## config.mk

```make
export PLATFORM = sky130hd
export DESIGN_NAME = ccr_register_bank
export DESIGN_NICKNAME = d
export VERILOG_FILES = /design/src/ccr_pkg.sv /design/src/ccr_pulse_if.sv /design/src/ccr_register_bank.sv /design/src/ccr_pulse_timer.sv
export SDC_FILE = /design/constraint.sdc
export NUM_CORES = 1
export LEC_CHECK = 0
export BUFFER_PORTS_ARGS = -buffer_cell sky130_fd_sc_hd__clkbuf_2
export CAP_MARGIN = 5
export CORE_ASPECT_RATIO = 1.75
export CORE_UTILIZATION = 55
export DETAILED_ROUTE_END_ITERATION = 10
export GPL_TIMING_DRIVEN = 0
export PLACE_DENSITY = 0.76
export SLEW_MARGIN = 20
export SYNTH_ARGS = -nofsm -noshare
export SYNTH_HDL_FRONTEND = slang
export SYNTH_SLANG_ARGS = --single-unit
```

## constraint.sdc

```tcl
create_clock -name clk_i -period 9.3 [get_ports clk_i]
set_clock_uncertainty 0.1 [all_clocks]
set_input_delay 0.93 -clock clk_i [delete_from_list [all_inputs] [get_ports clk_i]]
set_output_delay 0.93 -clock clk_i [all_outputs]
set_load 0.02 [all_outputs]
```

## src/ccr_pkg.sv

```systemverilog
package ccr_pkg;

    // clock and timing
    localparam int CLK_PERIOD_NS = 8;
    localparam int PULSE_TIME_NS = 128000;
    localparam int PULSE_CYCLES_DEF = (PULSE_TIME_NS + CLK_PERIOD_NS - 1) / CLK_PERIOD_NS;
    localparam int WDOG_TIME_MS = 50;
    localparam int WDOG_CYCLES_DEF = (WDOG_TIME_MS * 1000000) / CLK_PERIOD_NS;

    // register offsets
    localparam logic [7:0] ADDR_STATUS = 8'h00;
    localparam logic [7:0] ADDR_CONTROL = 8'h01;
    localparam logic [7:0] ADDR_VOLTAGE = 8'h02;
    localparam logic [7:0] ADDR_IDENT = 8'h03;
    localparam logic [7:0] ADDR_CURRENT = 8'h04;
    localparam logic [7:0] UNMAPPED_READ = 8'hFF;

    // status and mode control fields
    localparam int STS_KICK_BIT = 7;
    localparam int STS_BOOST_BIT = 6;
    localparam int STS_SHIP_BIT = 3;

    // input limit and enables fields
    localparam int CTL_RESET_BIT = 7;
    localparam int CTL_ILIM_LSB = 4;
    localparam int CTL_EN_STAT_BIT = 3;
    localparam int CTL_TERM_EN_BIT = 2;
    localparam int CTL_CHG_DIS_BIT = 1;
    localparam int CTL_HIZ_BIT = 0;

    // voltage and current fields
    localparam int VOLT_CODE_LSB = 2;
    localparam int CUR_CHG_LSB = 3;

    // values after reset
    localparam logic [7:0] CTL_RESET_VAL = 8'h8C;
    localparam logic [7:0] VOLT_RESET_VAL = 8'h14;
    localparam logic [7:0] CUR_RESET_VAL = 8'h2A;

    // code limits
    localparam logic [5:0] VBAT_CODE_MAX = 6'h2F;
    localparam logic [4:0] ICHG_CODE_MAX = 5'h19;
    localparam logic [2:0] ITERM_CODE_MAX = 3'h5;
    localparam logic [1:0] FREQ_NOMINAL = 2'h0;
    localparam logic [1:0] FREQ_RESERVED = 2'h3;

    // input limit chosen by the select pin in default mode
    localparam logic [2:0] ILIM_PSEL_LOW = 3'h2;
    localparam logic [2:0] ILIM_PSEL_HIGH = 3'h4;

    // charge status and fault codes
    localparam logic [1:0] STAT_READY = 2'h0;
    localparam logic [1:0] STAT_CHARGING = 2'h1;
    localparam logic [1:0] STAT_DONE = 2'h2;
    localparam logic [1:0] STAT_FAULT = 2'h3;
    localparam logic [2:0] FAULT_NONE = 3'h0;
    localparam int FAULT_TIMER_IDX = 4;
    localparam int FAULT_SOURCES = 8;

    typedef enum logic [1:0] {
        MODE_DEFAULT = 2'b01,
        MODE_HOST = 2'b10
    } ccr_mode_e;

endpackage

```

## src/ccr_pulse_if.sv

```systemverilog
interface ccr_pulse_if;
    logic start;
    logic active;
    modport timer (input start, output active);
    modport ctrl (output start, input active);
endinterface

```

## src/ccr_register_bank.sv

```systemverilog
// Operation
// - writing 1 to kick bit restarts watchdog; bit self-clears and reads 0.
// - mode bit selects charger at 0, boost at 1; resets to 0.
// - charge status reads 00 ready, 01 charging, 10 done, 11 fault.
// - fault field 000 none, 001 overvoltage, higher codes for other faults.
// - each status change or fault gives one 128 us interrupt pulse, and a status pulse if status enable set or fault; events during a pulse are dropped.
// - fault field holds until read and condition gone.
// - several faults show only highest priority, code 1 highest.
// - charge status tracks present condition, returns after fault removal.
// - ship bit latches device off until undervoltage lockout falls; host may clear.
// - reset bit restores defaults, enters default mode, stops watchdog; reads 1.
// - three-bit input limit code selects 100 to 2500 mA as listed.
// - in default mode the select pin decides the input current limit.
// - status enable set reports charge activity; cleared reports faults only.
// - termination enable allows current termination; cleared suppresses it.
// - active-low charge enable; disabled regulates system rail, battery disconnected unless supplement input set.
// - high impedance turns converter off, battery switch on, gate output low.
// - battery target 3.5 V plus code times 20 mV, clamped at 4.44 V.
// - frequency trim 00 nominal, 01 plus ten percent, 10 minus ten percent.
// - charge current 500 mA plus code times 100 mA, capped at 3 A.
// - termination 50 mA plus code times 50 mA, capped at 300 mA.
// - identification register read-only: vendor code, part code, low bits unused.
// - watchdog expiry in boost clears mode bit and pulses outputs.
// - reads of unimplemented addresses return all ones.
module ccr_register_bank
    import ccr_pkg::*;
#(
    parameter int PULSE_CYCLES = PULSE_CYCLES_DEF,
    parameter int WDOG_CYCLES = WDOG_CYCLES_DEF,
    // arbitrary identification values
    parameter logic [2:0] VENDOR_CODE = 3'h5,
    parameter logic [1:0] PART_CODE = 2'h2
) (
    // clock and reset
    input wire logic clk_i,
    input wire logic rst_i,
    // register port from the serial engine
    input wire logic [7:0] addr_i,
    input wire logic [7:0] wdata_i,
    input wire logic wr_i,
    input wire logic rd_i,
    output logic [7:0] rdata_o,
    // charger conditions
    input wire logic [7:0] fault_cond_i,
    input wire logic charging_i,
    input wire logic charge_done_i,
    input wire logic undervoltage_lockout_i,
    input wire logic current_select_i,
    input wire logic supplement_i,
    // event outputs
    output logic status_pulse_o,
    output logic int_pulse_o,
    // power path and charger control
    output logic boost_mode_o,
    output logic storage_latch_off_o,
    output logic converter_off_o,
    output logic battery_switch_on_o,
    output logic external_switch_gate_o,
    output logic charge_enable_o,
    output logic termination_enable_o,
    output logic [2:0] input_limit_o,
    output logic [5:0] battery_target_code_o,
    output logic [1:0] freq_trim_o,
    output logic [4:0] charge_current_code_o,
    output logic [2:0] term_current_code_o,
    output logic default_mode_o,
    output logic watchdog_running_o
);

    localparam int WW = $clog2(WDOG_CYCLES + 1);
    localparam logic [WW-1:0] WDOG_LOAD = WW'(WDOG_CYCLES);

    // host registers
    logic boost_reg;
    logic ship_reg;
    logic [7:0] ctl_reg;
    logic [7:0] volt_reg;
    logic [7:0] cur_reg;
    ccr_mode_e mode_reg;
    ccr_mode_e mode_next;
    logic [WW-1:0] wdog_reg;
    logic [WW-1:0] wdog_next;

    // status state
    logic [1:0] stat_reg;
    logic [2:0] fault_reg;
    logic [2:0] fault_next;
    logic fault_read_reg;
    logic fault_read_next;
    logic undervoltage_lockout_prev_reg;
    logic pulse_fault_reg;

    // address decode
    wire hit_status = (addr_i == ADDR_STATUS);
    wire hit_control = (addr_i == ADDR_CONTROL);
    wire hit_voltage = (addr_i == ADDR_VOLTAGE);
    wire hit_ident = (addr_i == ADDR_IDENT);
    wire hit_current = (addr_i == ADDR_CURRENT);
    wire wr_status = wr_i && hit_status;
    wire wr_control = wr_i && hit_control;
    wire soft_rst = wr_control && wdata_i[CTL_RESET_BIT];
    wire kick = wr_status && wdata_i[STS_KICK_BIT];
    wire status_read = rd_i && hit_status;

    // watchdog
    wire wdog_on = (mode_reg == MODE_HOST);
    wire wdog_expire = wdog_on && (wdog_reg == '0);
    wire boost_expire = wdog_expire && boost_reg;

    always_comb begin
        mode_next = mode_reg;
        wdog_next = wdog_reg;
        case (mode_reg)
            MODE_DEFAULT: begin
                if (kick) begin
                    mode_next = MODE_HOST;
                    wdog_next = WDOG_LOAD;
                end
            end
            MODE_HOST: begin
                if (kick) begin
                    wdog_next = WDOG_LOAD;
                end else if (wdog_expire) begin
                    mode_next = MODE_DEFAULT;
                end else begin
                    wdog_next = wdog_reg - 1'b1;
                end
            end
            default: begin
                mode_next = MODE_DEFAULT;
            end
        endcase
        if (soft_rst) begin
            mode_next = MODE_DEFAULT;
            wdog_next = '0;
        end
    end

    // fault priority, lowest code wins
    logic [FAULT_SOURCES-1:0] fault_src;
    logic [2:0] fault_now;
    assign fault_src = fault_cond_i | (FAULT_SOURCES'(wdog_expire) << FAULT_TIMER_IDX);

    wire [FAULT_SOURCES:0] fault_seen;
    wire [2:0] fault_pick [FAULT_SOURCES+1];
    assign fault_seen[0] = 1'b0;
    assign fault_pick[0] = FAULT_NONE;
    for (genvar g = 0; g < FAULT_SOURCES; g++) begin : g_fault
        assign fault_seen[g+1] = fault_seen[g] || fault_src[g];
        assign fault_pick[g+1] = (fault_src[g] && !fault_seen[g]) ? 3'(g + 1)
            : fault_pick[g];
    end
    assign fault_now = fault_pick[FAULT_SOURCES];

    wire fault_new = (fault_now != FAULT_NONE)
        && ((fault_reg == FAULT_NONE) || (fault_now < fault_reg));

    // a new fault in the read cycle still latches and needs its own read
    always_comb begin
        fault_next = fault_reg;
        fault_read_next = fault_read_reg || status_read;
        if (fault_new) begin
            fault_next = fault_now;
            fault_read_next = 1'b0;
        end else if (fault_read_reg && fault_now == FAULT_NONE) begin
            fault_next = FAULT_NONE;
            fault_read_next = 1'b0;
        end
    end

    // charge status follows the live conditions
    logic [1:0] stat_now;
    assign stat_now = (fault_now != FAULT_NONE) ? STAT_FAULT :
        charge_done_i ? STAT_DONE :
        charging_i ? STAT_CHARGING : STAT_READY;

    wire fault_event = fault_new || boost_expire;
    wire stat_event = (stat_now != stat_reg) || fault_event;

    // pulse generation
    ccr_pulse_if pulse_bus ();
    assign pulse_bus.start = stat_event;

    ccr_pulse_timer #(
        .CYCLES(PULSE_CYCLES)
    ) u_pulse (
        .clk_i(clk_i),
        .rst_i(rst_i),
        .pl(pulse_bus)
    );

    wire pulse_begin = stat_event && !pulse_bus.active;
    wire en_stat = ctl_reg[CTL_EN_STAT_BIT];
    wire stat_pulse_next = pulse_bus.active && (en_stat || pulse_fault_reg);

    // undervoltage_lockout falling edge releases the storage latch
    wire undervoltage_lockout_fall = undervoltage_lockout_prev_reg && !undervoltage_lockout_i;

    // register writes
    wire boost_next = boost_expire ? 1'b0 : (wr_status ? wdata_i[STS_BOOST_BIT] : boost_reg);
    wire ship_next = wr_status ? wdata_i[STS_SHIP_BIT] : (undervoltage_lockout_fall ? 1'b0 : ship_reg);

    logic [5:0] vcode_wr;
    assign vcode_wr = (wdata_i[7:2] > VBAT_CODE_MAX) ? VBAT_CODE_MAX : wdata_i[7:2];

    always_ff @(posedge clk_i or posedge rst_i) begin
        if (rst_i) begin
            boost_reg <= 1'b0;
            ship_reg <= 1'b0;
            ctl_reg <= CTL_RESET_VAL;
            volt_reg <= VOLT_RESET_VAL;
            cur_reg <= CUR_RESET_VAL;
        end else if (soft_rst) begin
            boost_reg <= 1'b0;
            ship_reg <= 1'b0;
            ctl_reg <= CTL_RESET_VAL;
            volt_reg <= VOLT_RESET_VAL;
            cur_reg <= CUR_RESET_VAL;
        end else begin
            boost_reg <= boost_next;
            ship_reg <= ship_next;
            if (wr_control) begin
                ctl_reg <= {1'b1, wdata_i[6:0]};
            end
            if (wr_i && hit_voltage) begin
                volt_reg <= {vcode_wr, wdata_i[1:0]};
            end
            if (wr_i && hit_current) begin
                cur_reg <= wdata_i;
            end
        end
    end

    always_ff @(posedge clk_i or posedge rst_i) begin
        if (rst_i) begin
            mode_reg <= MODE_DEFAULT;
            wdog_reg <= '0;
        end else begin
            mode_reg <= mode_next;
            wdog_reg <= wdog_next;
        end
    end

    // status and fault state
    always_ff @(posedge clk_i or posedge rst_i) begin
        if (rst_i) begin
            fault_reg <= FAULT_NONE;
            fault_read_reg <= 1'b0;
            stat_reg <= STAT_READY;
            undervoltage_lockout_prev_reg <= 1'b0;
            pulse_fault_reg <= 1'b0;
        end else begin
            fault_reg <= fault_next;
            fault_read_reg <= fault_read_next;
            stat_reg <= stat_now;
            undervoltage_lockout_prev_reg <= undervoltage_lockout_i;
            if (pulse_begin) begin
                pulse_fault_reg <= fault_event;
            end
        end
    end

    // read mux
    logic [7:0] rd_status;
    logic [7:0] rd_ident;
    logic [7:0] rd_value;
    assign rd_status = {1'b0, boost_reg, stat_reg, ship_reg, fault_reg};
    assign rd_ident = {VENDOR_CODE, PART_CODE, 3'h0};
    assign rd_value = hit_status ? rd_status :
        hit_control ? {1'b1, ctl_reg[6:0]} :
        hit_voltage ? volt_reg :
        hit_ident ? rd_ident :
        hit_current ? cur_reg : UNMAPPED_READ;

    // effective controls
    wire hiz = ctl_reg[CTL_HIZ_BIT];
    wire chg_dis = ctl_reg[CTL_CHG_DIS_BIT];
    wire in_default = (mode_next == MODE_DEFAULT);
    logic [2:0] ilim_eff;
    logic [1:0] trim_eff;
    logic [4:0] ichg_eff;
    logic [2:0] iterm_eff;
    assign ilim_eff = in_default ? (current_select_i ? ILIM_PSEL_HIGH : ILIM_PSEL_LOW)
        : ctl_reg[CTL_ILIM_LSB +: 3];
    assign trim_eff = (volt_reg[1:0] == FREQ_RESERVED) ? FREQ_NOMINAL : volt_reg[1:0];
    assign ichg_eff = (cur_reg[7:3] > ICHG_CODE_MAX) ? ICHG_CODE_MAX : cur_reg[7:3];
    assign iterm_eff = (cur_reg[2:0] > ITERM_CODE_MAX) ? ITERM_CODE_MAX : cur_reg[2:0];

    // power path: storage latch dominates, then high impedance
    wire conv_off_next = ship_reg || hiz;
    wire batt_on_next = !ship_reg && (hiz || !chg_dis || supplement_i);
    wire gate_next = ship_reg || !hiz;

    // read data and event outputs, all registered
    always_ff @(posedge clk_i or posedge rst_i) begin
        if (rst_i) begin
            rdata_o <= 8'h00;
            status_pulse_o <= 1'b0;
            int_pulse_o <= 1'b0;
        end else begin
            if (rd_i) begin
                rdata_o <= rd_value;
            end
            status_pulse_o <= stat_pulse_next;
            int_pulse_o <= pulse_bus.active;
        end
    end

    // control outputs, all registered
    always_ff @(posedge clk_i or posedge rst_i) begin
        if (rst_i) begin
            boost_mode_o <= 1'b0;
            storage_latch_off_o <= 1'b0;
            converter_off_o <= 1'b0;
            battery_switch_on_o <= 1'b0;
            external_switch_gate_o <= 1'b1;
            charge_enable_o <= 1'b0;
            termination_enable_o <= 1'b0;
            input_limit_o <= 3'h0;
            battery_target_code_o <= 6'h00;
            freq_trim_o <= 2'h0;
            charge_current_code_o <= 5'h00;
            term_current_code_o <= 3'h0;
            default_mode_o <= 1'b1;
            watchdog_running_o <= 1'b0;
        end else begin
            boost_mode_o <= boost_reg;
            storage_latch_off_o <= ship_reg;
            converter_off_o <= conv_off_next;
            battery_switch_on_o <= batt_on_next;
            external_switch_gate_o <= gate_next;
            charge_enable_o <= !chg_dis && !ship_reg && !hiz;
            termination_enable_o <= ctl_reg[CTL_TERM_EN_BIT];
            input_limit_o <= ilim_eff;
            battery_target_code_o <= volt_reg[7:VOLT_CODE_LSB];
            freq_trim_o <= trim_eff;
            charge_current_code_o <= ichg_eff;
            term_current_code_o <= iterm_eff;
            default_mode_o <= in_default;
            watchdog_running_o <= (mode_next == MODE_HOST);
        end
    end

endmodule

```

## src/ccr_pulse_timer.sv

```systemverilog
module ccr_pulse_timer
    import ccr_pkg::*;
#(
    parameter int CYCLES = PULSE_CYCLES_DEF
) (
    // clock and reset
    input wire logic clk_i,
    input wire logic rst_i,
    // pulse request and level
    ccr_pulse_if.timer pl
);

    localparam int CW = $clog2(CYCLES + 1);
    localparam logic [CW-1:0] LOAD = CW'(CYCLES);

    logic [CW-1:0] cnt_reg;
    logic [CW-1:0] cnt_next;
    wire idle = (cnt_reg == '0);

    // a start while busy is dropped so a running pulse is never cut short or restarted
    assign cnt_next = (idle && pl.start) ? LOAD : (idle ? cnt_reg : cnt_reg - 1'b1);
    assign pl.active = !idle;

    always_ff @(posedge clk_i or posedge rst_i) begin
        if (rst_i) begin
            cnt_reg <= '0;
        end else begin
            cnt_reg <= cnt_next;
        end
    end

endmodule

```

# After elaboration in Yosys (flattened, before gate mapping)
# Cells that the tools add are included.
dict set report totals {
  register_bits 110
  latchBits 0
  ramBits 0
  romBits 0
  input_bits 33
  out_inout_bits 38
  wordCells 165
  n_memories 0
}
dict set report classes {
  n_addsub 2
  multipliers 0
  div 0
  order_cmp 4
  n_eq_ne 13
  shift 0
  muxes 50
  bitwise_logic 1
  n_reduce_logical 65
}
# cell count
set ops {}
lappend ops {{23-bit two-way mux} 4}
lappend ops {{8-bit two-way mux} 9}
lappend ops {{23-bit one-hot mux with 2 select lines} 1}
lappend ops {{3-bit two-way mux} 10}
lappend ops {{14-bit two-way mux} 2}
lappend ops {{1-bit logical AND} 24}
lappend ops {{23-bit logical NOT} 1}
lappend ops {{23-bit by 1-bit subtractor with 23-bit output, second input constant} 1}
lappend ops {{2-bit two-way mux} 9}
lappend ops {{8-bit by 2-bit == test with 1-bit output, second input constant} 2}
lappend ops {{1-bit logical OR} 15}
lappend ops {{14-bit logical NOT} 1}
lappend ops {{7-bit two-way mux} 2}
lappend ops {{14-bit by 1-bit subtractor with 14-bit output, second input constant} 1}
lappend ops {{1-bit logical NOT} 12}
lappend ops {{3-bit nonzero test} 4}
lappend ops {{1-bit two-way mux} 10}
lappend ops {{8-bit by 1-bit == test with 1-bit output, second input constant} 1}
lappend ops {{8-bit by 3-bit == test with 1-bit output, second input constant} 1}
lappend ops {{8-bit logical NOT} 1}
lappend ops {{8-bit by 5-bit OR with 8-bit output} 1}
lappend ops {{2-bit nonzero test} 4}
lappend ops {{2-bit == test, second input constant} 3}
lappend ops {{6-bit greater-than comparator, second input constant} 1}
lappend ops {{other kinds (13)} 15}

# Longest topological paths before layout
# Gate-level depths: netlist (run 1).
dict set report depth {
  word_depth 19
  depth_mapped 13
  depth_no_buf 12
}

# Hierarchy
# Synthesis (run 1) repeated with hierarchy kept, for this count alone.
dict set report unflattened {
  cells_unflattened 559
  area_unflattened_um2 5461.5
}
# mod n_inst cells_per_inst area_each_um2 seq_area_each_um2
set by_module_without_submodules {}
lappend by_module_without_submodules {ccr_register_bank 1 481 4692.0 2414.8}
lappend by_module_without_submodules {ccr_pulse_timer 1 78 769.5 350.3}

# Worst setup path before layout (run 1)
# Ideal clock, no wire load.
dict set report synth_path {
  path_kind {register -> register}
  startpoint {reg wdog_reg[13]}
  endpoint {reg fault_reg[2]}
  setup_ns 0.104
  arrival_ns 2.663
  required_time_ns 9.096
  path_slack_ns 6.434
  stages_incl_launch_ff 13
  n_path_buf 1
  synth_period_minus_slack_ns 2.866
  cell_sequence {dfrtp_1 or4_1 nor2_1 nand4_1 nand3b_1 a21oi_1 ha_1 o21a_1 o32ai_1 a31o_1 buf_6 or2b_1 a221oi_1}
}
dict set report synth_via {
  elab_chain_len 13
  word_cells_on_any_way 25
  cone_classes {1 x order compare; 5 x mux; 1 x bitwise; 18 x reduce/logical}
}
# element line_no
set synth_lines {}
lappend synth_lines {{start: declaration} ccr_register_bank.sv:81} ;# logic [WW-1:0] wdog_reg;
lappend synth_lines {{start signal: assignment} ccr_register_bank.sv:240} ;# wdog_reg <= wdog_next;
lappend synth_lines {{23-bit logical NOT (*)} ccr_register_bank.sv:107} ;# wire wdog_expire = wdog_on && (wdog_reg == '0);
lappend synth_lines {{1-bit logical AND (*)} ccr_register_bank.sv:107}
lappend synth_lines {{8-bit by 5-bit OR with 8-bit output (*)} ccr_register_bank.sv:142} ;# assign fault_src = fault_cond_i | (FAULT_SOURCES'(wdog_expire) << FAULT_TIMER_IDX);
lappend synth_lines {{1-bit logical OR} ccr_register_bank.sv:149} ;# assign fault_seen[g+1] = fault_seen[g] || fault_src[g];
lappend synth_lines {{1-bit logical NOT or 1-bit logical OR (tied branches)} {ccr_register_bank.sv:150, ccr_register_bank.sv:149}}
lappend synth_lines {{1-bit logical AND (tied with other cells)} ccr_register_bank.sv:150} ;# assign fault_pick[g+1] = (fault_src[g] && !fault_seen[g]) ? 3'(g + 1)
lappend synth_lines {{3-bit two-way mux (tied with other cells)} ccr_register_bank.sv:150}
lappend synth_lines {{3-bit two-way mux or 1-bit logical AND (tied branches)} ccr_register_bank.sv:150}
lappend synth_lines {{3-bit two-way mux (*)} ccr_register_bank.sv:150}
lappend synth_lines {{3-bit < comparator} ccr_register_bank.sv:156} ;# && ((fault_reg == FAULT_NONE) || (fault_now < fault_reg));
lappend synth_lines {{1-bit logical OR} ccr_register_bank.sv:156}
lappend synth_lines {{1-bit logical AND} ccr_register_bank.sv:156}
lappend synth_lines {{3-bit two-way mux or 2-bit nonzero test (tied branches)} -}
lappend synth_lines {{end signal: assignment} ccr_register_bank.sv:253} ;# fault_reg <= fault_next;
lappend synth_lines {{end: declaration} ccr_register_bank.sv:86} ;# logic [2:0] fault_reg;
# Every way passes the cells marked *; elsewhere a longest branch is shown, timed or not.
# A chain may end at the register's enable or synchronous reset.

# Worst setup path in the final report (run 1)
dict set report layout_path {
  startpoint {reg wdog_reg[14]}
  endpoint {reg fault_reg[2]}
}
# The elaborated chain is that of the path after synthesis.

==> results of run 1 <==
## metrics by stage
stage	utilization	hold slack (ns)	cells	setup slack, ns
2_1_floorplan	-	0.273	553	5.38
3_3_place_gp	0.625	0.301	743	4.29
3_5_place_dp	0.629	0.307	744	6.03
4_1_cts	0.660	0.317	760	6.06
5_1_grt	0.660	0.323	760	5.94
6_report	0.660	0.315	760	6.04
## power groups by stage
stage                     Clock (W)  Sequential (W)  Combinational, W
final                      0.000395        0.000558          0.000229
after global routing       0.000415        0.000562          0.000251
after CTS                  0.000401        0.000557          0.000229
after detailed placement          0        0.000566          0.000228
after global placement            0        0.000564          0.000218
after floorplan                   0        0.000571          0.000149
## layout by cell type, fill, tap and decap left out, types with 6 or more instances in the layout
master	n
nand2b_1	11
dfstp_2	10
mux2_2	7
ha_1	7
nand2_1	38
a21o_1	7
a31oi_1	8
a21oi_1	46
nor2_1	61
dfrtp_1	100
inv_1	22
mux2i_1	10
o21ai_0	33
nand3_1	11
clkbuf_16	9
clkbuf_1	17
nor4_1	6
and2_1	8
or3_1	13
clkbuf_2	68
nor3_1	16
o31ai_1	6
## worst reg2reg max path, delay by kind of cell, from the launching register on
family                     cells  cell delay, ns
and+or+nand+nor                5            1.33
AOI/OAI and AO/OA              5            0.83
DFF                            1            0.45
adders and majority gates      1            0.29
buffers and inverters          1            0.15
## metal layers
layer / vias to the layer above / track usage / wire length [µm]
met2: 184 / 0.494 / 7360
met3: 35 / 0.0422 / 729
met5: - / 0 / 0
li1: 2170 / - / -
met4: 0 / 0.131 / 383
met1: 2249 / 0.305 / 5070
## kinds of logic after synthesis
logic type	synth area share
flip-flops	0.506
buffers and inverters	0.0359
AND/OR/NAND/NOR	0.205
AO/OA/AOI/OAI	0.190
multiplexers	0.0355
adder cells (fa/ha/maj)	0.0160
XOR/XNOR	0.0112
## worst paths after layout
kind | end | slack [ns] | startpoint
worst max-delay path | fault_reg[2]$_DFFE_PP0P_ | 6.04 | wdog_reg[14]$_DFFE_PP0P_
worst min-delay path | termination_enable_o$_DFF_PP0_ | 0.31 | ctl_reg[2]$_DFFE_PP1P_
worst max register to register | fault_reg[2]$_DFFE_PP0P_ | 6.04 | wdog_reg[14]$_DFFE_PP0P_
worst min register to register | termination_enable_o$_DFF_PP0_ | 0.31 | ctl_reg[2]$_DFFE_PP1P_
max in group asynchronous | cur_reg[5]$_DFFE_PP1P_ | 7.90 | rst_i
min in group asynchronous | rdata_o[6]$_DFFE_PP0P_ | 0.52 | rst_i
## area by class of cell
class,count,area (µm²),area share
timing repair buffer,69,368,0.0585
tap,122,153,0.0243
sequential,110,2770,0.439
buffer,24,110,0.0175
clock buffer,10,229,0.0364
inverter,23,91.3,0.0145
multi-input combinational,396,2500,0.398
clock inverter,6,73.8,0.0117
==> results.md, run 1 <==
- Rel. slew slack: 0.276
- IO buf count: 68
- Crit path required time: 9.44 ns
- I/O pins: 71
- Vias per cell: approximately 6.1
- Seq/Total Area, Yosys: 0.506
- CP max stage cell: or4_1
- Worst Hold Depth: 0
- Routability congestion estimate: 0.909
- Top post-synthesis cells by area: dfrtp_1 (46%), dfstp_2 (4.8%), a21oi_1 (4.2%)
- Comb pwr share: 0.194
- Leakage: 2.76 nW
- Crit path DAT: 3.40 ns
- CTS Sinks: 110
- Die span in y: 134 µm
- Drt initial violations: 370
- Cells after synthesis: 553
- Top post-synthesis cells by count: dfrtp_1 (100), nor2_1 (61), a21oi_1 (46)
- Total power: 0.00118 W
- Grt total ovfl: 0
- Post-Layout Inst Area: 0.00629 mm²
- Pwr Density: 188 mW/mm²
- # diodes: 0
- Internal power: 0.000824 W
- Slew @ Worst Pin: 1.08 ns
- Hold-fix buffer count after cts: 0
- Gr usage total: 0.272
- Crit-path cells: or4_1, nor2_1, nand4_1, nand3b_1, a21oi_1, ha_1, o21a_1, o32ai_1, a31o_1, buf_6, or2b_1, a221oi_1
- Pins over their slew limit: 0
- FP Rows: between 40 and 50
- Initial antenna violation count: 0
- Initial Util: 0.574
- Die Span X: just under 80 µm
- Crit-path max FO: 10
- CTS buffer count: 9
- First-pass iteration count of the detailed router: 5
- Ys async rst share: 1.00
- Routed Antenna Nets: 0
- Synth Area per Inst: 9.88 µm²
- HP Class: flop to flop
- Final setup violation count: 0
- CTS tree: done
- Most used DFF post-synth: dfrtp_1
- Clock power frac: 0.334
- Worst skew pair latency: approximately 0.35 ns
- Max Root-Sink Buffers: 2
- Setup Buffers After CTS: 0
- Root Buffer: clkbuf_16
- Number of filler cells placed in the layout: 791
- Layout Area Growth over Synthesis: 15.2%
- Final hold violation count: 0
- Largest delay share family, worst path: simple AND/OR/NAND/NOR gates
- DP HPWL: 10200 µm
- Netlist Area Pre-Place: 0.00546 mm²
- RSZ-0062 raised after global routing: no
- Final Critical Period: about 3.3 ns
- Largest net degree at the start of global routing: 59
- Layout cells sized above 1: 0.204
- PostCTS Resize Cnt: 0
- Most frequent cell after synthesis: dfrtp_1
- WL/cell: roughly 18 µm
- Drt total wl: approximately 14000 µm
- Critical path depth: 12
- Number of max-cap violations: 0
- Via count: 4638
- First-pass GRT wire length: 22000 µm
- Crit path largest cell delay: roughly 0.59 ns
- H-tree levels: 3
- Top-area cell type share of the netlist area: 0.458
- Post-route setup TNS: 0 ns
- Sw Share: 0.303
- Fmax: 307 MHz
- Post-synth EDFFs: 0
- Max reg flops: 23
- Crit Path Category: flop to flop
- Synth Warn #: 0
- CP Launch Type: flop
- DRC errors left: 0
- Cell Area, Placed: around 0.006 mm²
- Vias in the first global route: between 4000 and 5000
- Yosys reg bits: 110
- Status: completed
- Part of the cycle the worst path needs: 0.350
- CP endpoint kind: flop
- Netlist cell types: just over 70
- Switching Power: about 0.00036 W
- Post-synth top area cell: dfrtp_1
- Sequential share of power: 0.472
- Die area: 0.0104 mm²
- VDD IR max: 0.108 mV
- Nets: 673
- CP bufs+invs: 1
- CTS clock-pin slew for the worst setup and hold paths: 0.07 ns
- Core area: roughly 0.0095 mm²
- Path depth of the worst reg2reg path: 12
- Syn nets: 593
Power figures use the tool's default switching activity.
==> run 2: changes to the inputs <==
ABC_AREA = 1   (was not set)
PLACE_DENSITY = 0.77   (was 0.76)
clock period = 3.11 ns   (was 9.3 ns; I/O delays follow)
==> results.md, run 2 <==
- Status: completed (unchanged)
- Root Buffer: clkbuf_16 (unchanged)
- Seq/Total Area, Yosys: 0.513 (was 0.506)
- WL/cell: 15.6 µm (was 17.8 µm)
- Number of max-cap violations: 0 (unchanged)
- IO buf count: 69 (was 68)
- Worst skew pair latency: 0.36 ns (was 0.35 ns)
- CTS Sinks: 110 (unchanged)
- Final setup violation count: 0 (unchanged)
- I/O pins: 71 (unchanged)
- Post-Layout Inst Area: 0.00636 mm² (was 0.00629 mm²)
- Synth Area per Inst: 8.54 µm² (was 9.88 µm²)
- Top-area cell type share of the netlist area: 0.464 (was 0.458)
- Met3 Use GR: 0.0407 (was 0.0422)
- Vias in the first global route: 4578 (was 4579)
- Routability congestion estimate: 0.979 (was 0.909)
- Total power: 0.00342 W (was 0.00118 W)
- Final worst-path setup slack: 0.249 ns (was 6.04 ns)
- GRT Max-Usage Layer: met2 (unchanged)
- Post-synth top area cell: dfrtp_1 (unchanged)
- Top post-synthesis cells by count: nand2_1 (107), dfrtp_1 (100), inv_1 (95) (was dfrtp_1 (100), nor2_1 (61), a21oi_1 (46))
- Commonest non-fill, non-tap cells in the layout: nand2_1 (106), dfrtp_1 (100), inv_1 (93) (was dfrtp_1 (100), clkbuf_2 (68), nor2_1 (61))
- Post-place setup slack: 0.137 ns (was 6.03 ns)
- Most used DFF post-synth: dfrtp_1 (unchanged)
- Cells after synthesis: 632 (was 553)
- Syn nets: 672 (was 593)
- Crit-path cells: inv_1, ha_2, nand2_1, inv_1, nand2_1, nor2_1, nand3_1, nand2_1, inv_2, nand3_1, o21ai_0, nor2_1, inv_1, ha_1, nand2_1, inv_1, nand2_1, nand2_1, nand2_1, nand2_2, nand2_1, nor2_2, mux2i_1 (was or4_1, nor2_1, nand4_1, nand3b_1, a21oi_1, ha_1, o21a_1, o32ai_1, a31o_1, buf_6, or2b_1, a221oi_1)
- Largest net degree at the start of global routing: 33 (was 59)
- Core area: 0.00947 mm² (was 0.00953 mm²)
- Layout Area Growth over Synthesis: 17.8% (was 15.2%)
- First-pass iteration count of the detailed router: 6 (was 5)
- Ys async rst share: 1.00 (unchanged)
- Nets: 760 (was 673)
- CTS buffer count: 9 (unchanged)
- Via count: 4650 (was 4638)
- Post-synth EDFFs: 0 (unchanged)
- Max Root-Sink Buffers: 2 (unchanged)
- Die Span X: 76.9 µm (was 77.3 µm)
- Leakage: 3.17 nW (was 2.76 nW)
- Drt initial violations: 341 (was 370)
- CTS tree: done (unchanged)
- Rel. slew slack: 0.404 (was 0.276)
- Part of the cycle the worst path needs: 0.920 (was 0.350)
- Crit path required time: 3.25 ns (was 9.44 ns)
- Initial antenna violation count: 0 (unchanged)
- CTS clock-pin slew for the worst setup and hold paths: 0.08 ns (was 0.07 ns)
- FP Rows: 47 (unchanged)
- Drt total wl: 13200 µm (was 13500 µm)
- Cell Area, Placed: 0.00600 mm² (was 0.00599 mm²)
- Number of filler cells placed in the layout: 782 (was 791)
- GR Layer Usage met2: 0.503 (was 0.494)
- H-tree levels: 3 (unchanged)
- Yosys reg bits: 110 (unchanged)
- Die span in y: 133 µm (was 134 µm)
- Gr usage total: 0.279 (was 0.272)
- Crit path largest cell delay: 0.40 ns (was 0.59 ns)
- Crit path DAT: 3.00 ns (was 3.40 ns)
- DP HPWL: 10300 µm (was 10200 µm)
- Met1 usage: 0.307 (was 0.305)
- DRC errors left: 0 (unchanged)
- Pwr Density: 539 mW/mm² (was 188 mW/mm²)
- Routed Antenna Nets: 0 (unchanged)
- CP endpoint kind: flop (unchanged)
- Largest delay share family, worst path: simple AND/OR/NAND/NOR gates (unchanged)
- Netlist cell types: 50 (was 72)
- Die area: 0.0102 mm² (was 0.0104 mm²)
- VDD IR max: 0.390 mV (was 0.108 mV)
- Commonest non-fill, non-tap cell in the layout: nand2_1 (was dfrtp_1)
- Final Critical Period: 2.86 ns (was 3.26 ns)
- CP Launch Type: flop (unchanged)
- Top post-synthesis cells by area: dfrtp_1 (46%), nand2_1 (7.4%), inv_1 (6.6%) (was dfrtp_1 (46%), dfstp_2 (4.8%), a21oi_1 (4.2%))
- Fmax: 349 MHz (was 307 MHz)
- Synth Warn #: 0 (unchanged)
- Layout cells sized above 1: 0.217 (was 0.204)
- CP bufs+invs: 5 (was 1)
- Initial Util: 0.570 (was 0.574)
- Most used cell, CP: nand2_1
- Final hold violation count: 0 (unchanged)
- Cells after DPL: 827 (was 744)
- Core Util, Final: 0.671 (was 0.660)
- CP max stage cell: dfrtp_1 (was or4_1)
- Crit Path Category: flop to flop (unchanged)
- Netlist Area Pre-Place: 0.00540 mm² (was 0.00546 mm²)
- Max reg flops: 23 (unchanged)
- Most frequent cell after synthesis: nand2_1 (was dfrtp_1)
- Slew @ Worst Pin: 0.886 ns (was 1.08 ns)
- R2r setup slk: 0.25 ns (was 6.04 ns)
- Pins over their slew limit: 0 (unchanged)
- Vias per cell: 5.49 (was 6.10)
- First-pass GRT wire length: 21800 µm (was 22000 µm)
- Grt total ovfl: 0 (unchanged)
- HP Class: input pin to flop (was flop to flop)
- # diodes: 0 (unchanged)
- Filler-free cell count of the finished design: 847 (was 760)
- Crit-path max FO: 6 (was 10)
run 2: power breakdown:
part           switching, W  total, W  internal, W
sequential        0.0000723   0.00164      0.00157
combinational      0.000407  0.000604     0.000197
clock              0.000544   0.00118     0.000636
total               0.00102   0.00342      0.00240
run 2: stage by stage:
step | TNS, ns | hold slack (ns)
floorplan | 0 | 0.242
global placement | 0 | 0.291
detailed placement | 0 | 0.231
CTS | 0 | 0.0774
global route | -0.000854 | 0.0716
finish | 0 | 0.0894
run 2: logic make-up after synthesis:
kind of cell	Yosys count	share of synthesized area
flops	110	0.513
fa+ha+maj	7	0.0162
buf+inv	116	0.0823
mux	3	0.00557
xor+xnor	14	0.0227
compound gates	116	0.126
simple gates	266	0.234
run 2: layout make-up:
class                           count  area, µm²  share of cell area
Tap cell                          122        153              0.0240
Inverter                          110        417              0.0656
Buffer                              6       31.3             0.00492
Clock inverter                      7       83.8              0.0132
Multi-Input combinational cell    406       2200               0.346
Timing Repair Buffer               77        483              0.0760
Sequential cell                   110       2770               0.435
Clock buffer                        9        225              0.0354
run 2: what timing repair did:
| item | 4_1_cts | 5_1_grt |
|---|---|---|
| setup buffers | 0 | 2 |
| hold buffers | 2 | 0 |
| endpoints found under the setup margin | 0 | 13 |
| endpoints found under the hold margin | 16 | 0 |
| gates resized for setup | 0 | 7 |
run 2: worst register-to-register path, stage by stage, from the launching register on:
cell     delay (ns)
dfrtp_1        0.40
inv_1          0.10
ha_2           0.20
nand2_1        0.06
inv_1          0.05
nand2_1        0.04
nor2_1         0.13
nand3_1        0.15
nand2_1        0.12
inv_2          0.04
nand3_1        0.05
o21ai_0        0.10
nor2_1         0.16
inv_1          0.07
ha_1           0.27
nand2_1        0.05
inv_1          0.05
nand2_1        0.05
nand2_1        0.05
nand2_1        0.08
nand2_2        0.12
nand2_1        0.10
nor2_2         0.13
mux2i_1        0.08
run 2: final timing paths:
check,startpoint,end,cells past startpoint
worst max-delay path,wdog_reg[1]$_DFFE_PP0P_,u_pulse.cnt_reg[13]$_DFFE_PP0P_,23
max in group asynchronous,rst_i,mode_reg[0]$_DFF_PP1_,7
worst min register to register,volt_reg[2]$_DFFE_PP1P_,battery_target_code_o[0]$_DFF_PP0_,0
worst max register to register,wdog_reg[1]$_DFFE_PP0P_,u_pulse.cnt_reg[13]$_DFFE_PP0P_,23
worst min-delay path,current_select_i,input_limit_o[1]$_DFF_PP0_,2
min in group asynchronous,rst_i,charge_current_code_o[0]$_DFF_PP0_,3
run 2: metal layers:
metal,wire [µm],vias to the layer above,part of all wire
met5,0,-,0
met4,557,0,0.042
met3,545,38,0.041
met2,7210,152,0.55
met1,4890,2224,0.37
li1,-,2236,-
